File: src/include/nvmwp_pkg.sv
// constants, register map and state types of the nonvolatile write control block
// How it works
// - reset clears the write-enable bit, so no write starts until software sets it.
// - while the power-up timer runs, data EEPROM writes are refused.
// - a write starts only with write-enable set and the unlock sequence completed.
// - protected data EEPROM stays usable by the core but denies external access.
// - data EEPROM protection also denies external program memory writes.
// - self-writes blocked in regions chosen by protect bits; code protect denies external program access.
// - start at address low bits 11 launches the four-word long write; others buffer.
// - after each long write all four word buffers preset to 3FFF.
package nvmwp_pkg;
  // register offsets
  localparam logic [8:0] OFS_IRQ_FLAGS = 9'h00d;
  localparam logic [8:0] OFS_IRQ_EN = 9'h08d;
  localparam logic [8:0] OFS_DATA_LO = 9'h10c;
  localparam logic [8:0] OFS_ADDR_LO = 9'h10d;
  localparam logic [8:0] OFS_DATA_HI = 9'h10e;
  localparam logic [8:0] OFS_ADDR_HI = 9'h10f;
  localparam logic [8:0] OFS_CONTROL = 9'h18c;
  localparam logic [8:0] OFS_UNLOCK = 9'h18d;
  // control register fields
  localparam int BIT_PGM_SEL = 7;
  localparam int BIT_ERASE = 4;
  localparam int BIT_WR_ERR = 3;
  localparam int BIT_WR_EN = 2;
  localparam int BIT_WR_START = 1;
  localparam int BIT_RD_START = 0;
  // done flag and its enable share one position
  localparam int BIT_DONE = 4;
  // widths
  localparam int DATA_HI_W = 6;
  localparam int ADDR_HI_W = 3;
  localparam int WORD_W = 14;
  localparam int ADDR_W = 11;
  localparam int BUF_WORDS = 4;
  // unlock keys and erased word
  localparam logic [7:0] KEY_FIRST = 8'h55;
  localparam logic [7:0] KEY_SECOND = 8'haa;
  localparam logic [13:0] ERASED_WORD = 14'h3fff;
  localparam logic [1:0] LAST_IN_BLOCK = 2'h3;
  // power-up timer
  localparam int PWRT_MS = 72;
  localparam int CLK_KHZ = 100000;
  localparam int PWRT_CYCLES_DEF = PWRT_MS * CLK_KHZ;
  localparam int PWRT_W = 23;
  // self-write protect: words below the limit are write protected
  localparam logic [1:0] WRT_NONE = 2'h3;
  localparam logic [1:0] WRT_LOW = 2'h2;
  localparam logic [1:0] WRT_MID = 2'h1;
  localparam logic [10:0] LIMIT_LOW = 11'h200;
  localparam logic [10:0] LIMIT_MID = 11'h400;
  localparam logic [10:0] LIMIT_ALL = 11'h7ff;
  typedef enum logic [1:0] {UNL_IDLE, UNL_FIRST, UNL_ARMED} nvmwp_unlock_type;
  typedef enum logic [1:0] {OP_IDLE, OP_SHORT, OP_WAIT, OP_READ} nvmwp_op_type;
endpackage : nvmwp_pkg

File: src/rtl/nvmwp_ctrl.sv
// write control and protection for data EEPROM and self-programmable flash
//
// Chosen here: the strobed register port.
`timescale 1ns/1ns
module nvmwp_ctrl #(
  parameter int PWRT_CYCLES = nvmwp_pkg::PWRT_CYCLES_DEF
) (
  // clock and reset
  input wire logic clk,
  input wire logic sys_rst,
  // register port
  input wire logic [8:0] reg_addr,
  input wire logic [7:0] reg_wdata,
  input wire logic reg_wr,
  input wire logic reg_rd,
  output logic [7:0] reg_rdata,
  // configuration word
  input wire logic cfg_data_protect,
  input wire logic cfg_code_protect,
  input wire logic [1:0] self_write_protect_bits,
  // memory array side
  input wire logic mem_done,
  input wire logic mem_rd_valid,
  input wire logic [13:0] mem_rd_data,
  output logic mem_ee_write,
  output logic mem_flash_write,
  output logic mem_erase,
  output logic mem_read,
  output logic mem_is_program,
  output logic mem_active,
  output logic [10:0] mem_addr,
  output logic [13:0] mem_data,
  output logic [55:0] mem_block_data,
  // external programming pins
  input wire logic ext_req,
  input wire logic ext_is_write,
  input wire logic ext_is_program,
  output logic ext_grant,
  output logic ext_deny,
  // interrupt
  output logic irq
);
  typedef struct packed {
    logic [7:0] data_lo;
    logic [7:0] addr_lo;
    logic [5:0] data_hi;
    logic [2:0] addr_hi;
    logic pgm_sel;
    logic erase_sel;
    logic wr_err;
    logic wr_en;
    logic wr_start;
    logic rd_start;
    nvmwp_pkg::nvmwp_unlock_type unlock;
    nvmwp_pkg::nvmwp_op_type op;
    logic long_op;
    logic [3:0][13:0] buf_words;
    logic [22:0] pwrt_cnt;
    logic pwrt_done;
    logic done_flag;
    logic done_en;
    logic irq;
    logic [7:0] rdata;
    logic ee_wr;
    logic fl_wr;
    logic erase;
    logic rd_req;
    logic active;
    logic [10:0] m_addr;
    logic [13:0] m_data;
    logic [2:0] ext_s1;
    logic [2:0] ext_s2;
    logic grant;
    logic deny;
  } nvmwp_state_type;

  nvmwp_state_type st_ff;
  nvmwp_state_type nxt_st;

  logic [10:0] full_addr;
  logic [10:0] prot_limit;
  logic self_blocked;
  logic ctl_wr;
  logic launch_ok;
  logic done_event;
  logic ext_rq;
  logic ext_w;
  logic ext_p;

  assign full_addr = {st_ff.addr_hi, st_ff.addr_lo};
  assign ctl_wr = reg_wr && reg_addr == nvmwp_pkg::OFS_CONTROL;
  assign ext_rq = st_ff.ext_s2[0];
  assign ext_w = st_ff.ext_s2[1];
  assign ext_p = st_ff.ext_s2[2];

  // protected region below a limit picked by the configuration bits
  always_comb begin
    unique case (self_write_protect_bits)
      nvmwp_pkg::WRT_NONE: prot_limit = '0;
      nvmwp_pkg::WRT_LOW: prot_limit = nvmwp_pkg::LIMIT_LOW;
      nvmwp_pkg::WRT_MID: prot_limit = nvmwp_pkg::LIMIT_MID;
      default: prot_limit = nvmwp_pkg::LIMIT_ALL;
    endcase
  end
  // LIMIT_ALL covers the top word too
  assign self_blocked = self_write_protect_bits != nvmwp_pkg::WRT_NONE &&
                        (full_addr < prot_limit || prot_limit == nvmwp_pkg::LIMIT_ALL);

  // refused if not unlocked, not enabled, busy, timer running (data EEPROM) or region protected (program memory)
  assign launch_ok = st_ff.unlock == nvmwp_pkg::UNL_ARMED && st_ff.wr_en &&
                     st_ff.op == nvmwp_pkg::OP_IDLE &&
                     !(!st_ff.pgm_sel && !st_ff.pwrt_done) &&
                     !(st_ff.pgm_sel && self_blocked);

  assign done_event = st_ff.op == nvmwp_pkg::OP_WAIT && mem_done;

  always_comb begin
    nxt_st = st_ff;
    nxt_st.ee_wr = 1'b0;
    nxt_st.fl_wr = 1'b0;
    nxt_st.erase = 1'b0;
    nxt_st.rd_req = 1'b0;
    nxt_st.rdata = '0;
    nxt_st.ext_s1 = {ext_is_program, ext_is_write, ext_req};
    nxt_st.ext_s2 = st_ff.ext_s1;

    if (st_ff.pwrt_cnt == nvmwp_pkg::PWRT_W'(PWRT_CYCLES - 1)) begin
      nxt_st.pwrt_done = 1'b1;
    end else begin
      nxt_st.pwrt_cnt = st_ff.pwrt_cnt + 1'b1;
    end

    // register reads, one cycle later
    if (reg_rd) begin
      unique case (reg_addr)
        nvmwp_pkg::OFS_IRQ_FLAGS: nxt_st.rdata[nvmwp_pkg::BIT_DONE] = st_ff.done_flag;
        nvmwp_pkg::OFS_IRQ_EN: nxt_st.rdata[nvmwp_pkg::BIT_DONE] = st_ff.done_en;
        nvmwp_pkg::OFS_DATA_LO: nxt_st.rdata = st_ff.data_lo;
        nvmwp_pkg::OFS_ADDR_LO: nxt_st.rdata = st_ff.addr_lo;
        nvmwp_pkg::OFS_DATA_HI: nxt_st.rdata = {2'h0, st_ff.data_hi};
        nvmwp_pkg::OFS_ADDR_HI: nxt_st.rdata = {5'h00, st_ff.addr_hi};
        nvmwp_pkg::OFS_CONTROL: begin
          nxt_st.rdata[nvmwp_pkg::BIT_PGM_SEL] = st_ff.pgm_sel;
          nxt_st.rdata[nvmwp_pkg::BIT_ERASE] = st_ff.erase_sel;
          nxt_st.rdata[nvmwp_pkg::BIT_WR_ERR] = st_ff.wr_err;
          nxt_st.rdata[nvmwp_pkg::BIT_WR_EN] = st_ff.wr_en;
          nxt_st.rdata[nvmwp_pkg::BIT_WR_START] = st_ff.wr_start;
          nxt_st.rdata[nvmwp_pkg::BIT_RD_START] = st_ff.rd_start;
        end
        default: nxt_st.rdata = '0;
      endcase
      // reading the flag register clears it; a done event below still wins
      if (reg_addr == nvmwp_pkg::OFS_IRQ_FLAGS) begin
        nxt_st.done_flag = 1'b0;
      end
    end

    if (reg_wr) begin
      unique case (reg_addr)
        nvmwp_pkg::OFS_IRQ_FLAGS: nxt_st.done_flag = reg_wdata[nvmwp_pkg::BIT_DONE];
        nvmwp_pkg::OFS_IRQ_EN: nxt_st.done_en = reg_wdata[nvmwp_pkg::BIT_DONE];
        nvmwp_pkg::OFS_DATA_LO: nxt_st.data_lo = reg_wdata;
        nvmwp_pkg::OFS_ADDR_LO: nxt_st.addr_lo = reg_wdata;
        nvmwp_pkg::OFS_DATA_HI: nxt_st.data_hi = reg_wdata[nvmwp_pkg::DATA_HI_W-1:0];
        nvmwp_pkg::OFS_ADDR_HI: nxt_st.addr_hi = reg_wdata[nvmwp_pkg::ADDR_HI_W-1:0];
        nvmwp_pkg::OFS_CONTROL: begin
          nxt_st.pgm_sel = reg_wdata[nvmwp_pkg::BIT_PGM_SEL];
          nxt_st.erase_sel = reg_wdata[nvmwp_pkg::BIT_ERASE];
          nxt_st.wr_err = reg_wdata[nvmwp_pkg::BIT_WR_ERR];
          nxt_st.wr_en = reg_wdata[nvmwp_pkg::BIT_WR_EN];
        end
        default: nxt_st.data_lo = st_ff.data_lo;
      endcase
      // any write breaks the unlock chain except its own next step
      if (reg_addr == nvmwp_pkg::OFS_UNLOCK) begin
        if (reg_wdata == nvmwp_pkg::KEY_FIRST) begin
          nxt_st.unlock = nvmwp_pkg::UNL_FIRST;
        end else if (reg_wdata == nvmwp_pkg::KEY_SECOND && st_ff.unlock == nvmwp_pkg::UNL_FIRST) begin
          nxt_st.unlock = nvmwp_pkg::UNL_ARMED;
        end else begin
          nxt_st.unlock = nvmwp_pkg::UNL_IDLE;
        end
      end else begin
        nxt_st.unlock = nvmwp_pkg::UNL_IDLE;
      end
    end

    // write start: launched or refused, never left pending
    if (ctl_wr && reg_wdata[nvmwp_pkg::BIT_WR_START] && !st_ff.wr_start) begin
      if (launch_ok) begin
        nxt_st.wr_start = 1'b1;
        nxt_st.m_addr = full_addr;
        nxt_st.m_data = {st_ff.data_hi, st_ff.data_lo};
        nxt_st.long_op = 1'b0;
        if (!st_ff.pgm_sel) begin
          nxt_st.ee_wr = 1'b1;
          nxt_st.op = nvmwp_pkg::OP_WAIT;
        end else if (st_ff.erase_sel) begin
          nxt_st.erase = 1'b1;
          nxt_st.op = nvmwp_pkg::OP_WAIT;
        end else begin
          nxt_st.buf_words[st_ff.addr_lo[1:0]] = {st_ff.data_hi, st_ff.data_lo};
          if (st_ff.addr_lo[1:0] == nvmwp_pkg::LAST_IN_BLOCK) begin
            nxt_st.fl_wr = 1'b1;
            nxt_st.long_op = 1'b1;
            nxt_st.op = nvmwp_pkg::OP_WAIT;
          end else begin
            nxt_st.op = nvmwp_pkg::OP_SHORT;
          end
        end
      end else begin
        // hardware set wins over the software value written this cycle
        nxt_st.wr_err = 1'b1;
      end
    end else if (ctl_wr && reg_wdata[nvmwp_pkg::BIT_RD_START] && st_ff.op == nvmwp_pkg::OP_IDLE) begin
      nxt_st.rd_start = 1'b1;
      nxt_st.rd_req = 1'b1;
      nxt_st.m_addr = full_addr;
      nxt_st.op = nvmwp_pkg::OP_READ;
    end

    unique case (st_ff.op)
      nvmwp_pkg::OP_SHORT: begin
        nxt_st.wr_start = 1'b0;
        nxt_st.op = nvmwp_pkg::OP_IDLE;
      end
      nvmwp_pkg::OP_WAIT: begin
        if (mem_done) begin
          nxt_st.wr_start = 1'b0;
          nxt_st.op = nvmwp_pkg::OP_IDLE;
          nxt_st.done_flag = 1'b1;
          if (st_ff.long_op) begin
            nxt_st.buf_words = {nvmwp_pkg::BUF_WORDS{nvmwp_pkg::ERASED_WORD}};
          end
        end
      end
      nvmwp_pkg::OP_READ: begin
        if (mem_rd_valid) begin
          nxt_st.rd_start = 1'b0;
          nxt_st.op = nvmwp_pkg::OP_IDLE;
          nxt_st.data_lo = mem_rd_data[7:0];
          nxt_st.data_hi = st_ff.pgm_sel ? mem_rd_data[13:8] : '0;
        end
      end
      nvmwp_pkg::OP_IDLE: begin
        nxt_st.op = nxt_st.op;
      end
    endcase

    nxt_st.irq = nxt_st.done_flag && nxt_st.done_en;
    // busy kept in a flop so the pin never glitches on a state decode
    nxt_st.active = nxt_st.op == nvmwp_pkg::OP_WAIT;

    // external programming access, decided from synchronised pins
    nxt_st.deny = ext_rq && ((!ext_p && cfg_data_protect) ||
                             (ext_p && ext_w && cfg_data_protect) ||
                             (ext_p && cfg_code_protect));
    nxt_st.grant = ext_rq && !nxt_st.deny;
  end

  always_ff @(posedge clk or posedge sys_rst) begin
    if (sys_rst) begin
      st_ff <= '0;
      st_ff.unlock <= nvmwp_pkg::UNL_IDLE;
      st_ff.op <= nvmwp_pkg::OP_IDLE;
      st_ff.buf_words <= {nvmwp_pkg::BUF_WORDS{nvmwp_pkg::ERASED_WORD}};
    end else begin
      st_ff <= nxt_st;
    end
  end

  assign reg_rdata = st_ff.rdata;
  assign mem_ee_write = st_ff.ee_wr;
  assign mem_flash_write = st_ff.fl_wr;
  assign mem_erase = st_ff.erase;
  assign mem_read = st_ff.rd_req;
  assign mem_is_program = st_ff.pgm_sel;
  assign mem_active = st_ff.active;
  assign mem_addr = st_ff.m_addr;
  assign mem_data = st_ff.m_data;
  assign mem_block_data = st_ff.buf_words;
  assign ext_grant = st_ff.grant;
  assign ext_deny = st_ff.deny;
  assign irq = st_ff.irq;
endmodule : nvmwp_ctrl

File: config.mk
export PLATFORM = sky130hd
export DESIGN_NAME = nvmwp_ctrl
export DESIGN_NICKNAME = d
export VERILOG_FILES = /design/src/include/nvmwp_pkg.sv /design/src/rtl/nvmwp_ctrl.sv
export SDC_FILE = /design/constraint.sdc
export NUM_CORES = 1
export LEC_CHECK = 0
export ABC_AREA = 1
export CAP_MARGIN = 10
export CORE_MARGIN = 8
export CORE_UTILIZATION = 60
export CTS_CLUSTER_DIAMETER = 120
export DETAILED_ROUTE_END_ITERATION = 16
export DONT_BUFFER_PORTS = 1
export PLACE_DENSITY = 0.74
export SETUP_SLACK_MARGIN = 0.4
export SYNTH_ARGS = -nofsm -noshare
export SYNTH_HDL_FRONTEND = slang
export SYNTH_SLANG_ARGS = --single-unit
File: constraint.sdc
create_clock -name clk -period 6.9 [get_ports clk]
set_input_delay 1.38 -clock clk [delete_from_list [all_inputs] [get_ports clk]]
set_output_delay 1.38 -clock clk [all_outputs]
set_load 0.02 [all_outputs]
==> results_dict.tcl <==
set metrics [dict create \
    synth-adder-area-share_pct 1.64 \
    min_period_ns 4.15 \
    synth_top_area_share_pct 32.5 \
    netlist_instances 969 \
    drc 0 \
    grt.overflow.total 0 \
    async_reset_ff_share_pct 100 \
    cpPeakStageDelay_ns 1.04 \
    fin_area_um2 8380 \
    synth_top_family_by_area "simple AND/OR/NAND/NOR gates" \
    whs_ns 0.348 \
    clk_path_buf_depth 2 \
    mostFrequentLayoutCells "nand2_1 (154), nand3_1 (138), dfrtp_1 (109), inv_1 (91), o21ai_1 (64)" \
    cp.arrival_ns 4.52 \
    timing.fmax_mhz 241 \
    post_cts_resized 0 \
    synth_compound_area_share_pct 10.3 \
    core_um2 13800 \
    fill_cells 1201 \
    synth_area_um2 8380 \
    path_cells "inv_1 > nand2_1 > ha_1 > inv_1 > nor2_1 > o21ai_1 > nor2_1 > nand3_1 > nand3_1 > nand2_1 > nand2_1 > nand3_4 > nor2_4 > nand3_1 > nand3_1" \
    critPathSlowestCell "nor2_4" \
    clock_skew_ns 0.0104 \
    grt_pass1_wl_mm 33.3 \
    layout.nets 921 \
    worst-path-buf-inv 2 \
    hold_viol 0 \
    finalMaxSlewViolations 0 \
    ioPinCount 142 \
    vdd_ir_drop_max_uv 147 \
    final_common_cell "nand2_1" \
    vias 6337 \
    path_delay_family "simple AND/OR/NAND/NOR gates" \
    ys_seq_elements 165 \
    final_cells 1060 \
    grt.total_usage_pct 24.0 \
    die_x_um 134 \
    maxCapViolations 0 \
    worst_hold_path_type "register to register" \
    area_growth_pct -0.0298 \
    grt_pass1_vias 5809 \
    powerDensity_nw_per_um2 241 \
    yosysTopAreaCell "dfrtp_1" \
    core.rowCount 43 \
    dp_hpwl_mm 15.0 \
    synth_warnings 0 \
    dieArea_um2 18000 \
    numPortBuffers 0 \
    place_congestion 0.899 \
    viasPerCell 5.98 \
    synth_fp_nets 1024 \
    timing.critical_path.mode_cell "nand3_1" \
    numCtsBuffers 17 \
    synthMuxAreaShare_pct 0.254 \
    synth-xor-area-share_pct 1.88 \
    rsz0062_at_grt "false" \
    drive_above_1_share_pct 12.5 \
    avgSynthCellArea_um2 8.65 \
    grt_max_degree 107 \
    die_y_um 134 \
    postCtsSetupRepairBufs 0 \
    period_share_pct 60.2 \
    total_power_mw 2.02 \
    regArea_um2 4200 \
    placedCellCount 1026 \
    drtIter0Drc 636 \
    insertion_delay_ns 0.43 \
    status "finished, final reports clean" \
    setup_viol_count_final 0 \
    wl_per_cell_um 20.6 \
    p_leak_nw 3.97 \
    place_area_um2 7790 \
    start_util_pct 60.9 \
    tightest_slew_ns 1.21 \
    cp.required_ns 7.27 \
    ctsHtreeMaxLevel 4 \
    fin_tns_setup_ns 0 \
    multi_input_area_um2 2950 \
    first_pass_iters 5 \
    postRouteAntennaNets 0 \
    cts-root-buf "clkbuf_16" \
    clk_pin_slew_worst_paths_ns 0.06 \
    synthSimpleGateAreaFrac_pct 21.0 \
    antenna_found_initial 0 \
    clkSinkCount 165 \
    worstSetupEndpointType "register" \
    cts_tree "built" \
    worstSetupStartpointType "primary input" \
    wl_mm 21.8 \
    synth_ff_type "dfrtp_1" \
    ys_seq_area_share_pct 50.1 \
    ctsHoldBuffers 0 \
    cp_max_fo 56 \
    worst_slew_margin_rel_pct 19.0 \
    setup.worst_path.class "primary input to register" \
    synth_edf_count 0 \
    yosysUniqueCellTypes 43 \
    netlist_top_cells_area "dfrtp_1 (33%), dfstp_2 (18%), nand3_1 (8.3%)" \
]
[layout make-up]
class                           instances  area share [%]
Sequential cell                       165            50.1
Multi-Input combinational cell        575            35.2
Clock buffer                           23            5.58
Inverter                              103            4.69
Tap cell                              180            2.69
Clock inverter                          9            1.24
Timing Repair Buffer                    4           0.508
Antenna cell                            1          0.0299
[report_power, final]
| group | switching (mW) | internal [mW] | total (mW) |
|---|---|---|---|
| combinational | 0.0625 | 0.0223 | 0.0848 |
| sequential | 0.0209 | 0.981 | 1.00 |
| clock | 0.379 | 0.550 | 0.929 |
[logic make-up (layout without fill, tap and decap cells)]
logic type      Yosys count  after routing
compound gates          162            162
other cells               0              1
buf+inv                 229            139
simple gates            382            382
mux                       2              2
flops                   165            165
fa+ha+maj                11             11
xor+xnor                 18             18
[path summary, 6_finish.rpt]
check	from	endpoint	slack [ns]	depth (start not counted)
max	self_write_protect_bits[1]	mem_block_data[16]	2.75	15
min	nxt_st[3]	ext_w	0.35	0
max reg2reg	full_addr[0]	mem_block_data[16]	3.41	11
max in group asynchronous	sys_rst	st_ff[145]	4.58	2
min reg2reg	nxt_st[3]	ext_w	0.35	0
min in group asynchronous	sys_rst	mem_data[1]	1.02	1
[metrics by stage]
stage          setup WS, ns  utilization, %
2_1_floorplan          1.15               -
3_3_place_gp           2.44            56.5
3_5_place_dp           2.36            56.5
4_1_cts                2.75            60.7
5_1_grt                2.41            60.8
6_report               2.75            60.9
[routing by layer]
layer  GRT usage (%)  wire length, µm  up-vias
met2            34.8             9910      308
met3            9.46             2480       46
met4            10.7              633        0
li1                -                -     2916
met5               0                0        -
met1            30.9             8800     3067
[synth_stat cells (all sizes together), types with 2 or more instances]
cell type,count
a211oi,3
a21oi,23
a31oi,7
buf,103
clkbuf,23
dfrtp,109
dfstp,56
ha,11
inv,102
nand2,156
nand3,141
nand4,13
nor2,46
nor3,15
nor4,8
o21ai,112
o221ai,2
o22ai,9
xnor2,4
xor2,14
[sequential cells by signal, summed over array words and instances, names as in the netlist]
register         cells
mem_block_data      56
st_ff               50
mem_data            14
full_addr           11
mem_addr            11
reg_rdata            8
nxt_st               3
ext_deny             1
ext_grant            1
ext_p                1
ext_rq               1
ext_w                1
irq                  1
mem_active           1
mem_ee_write         1
mem_erase            1
mem_flash_write      1
mem_is_program       1
mem_read             1
No activity file was read; power rests on OpenSTA's default activity.
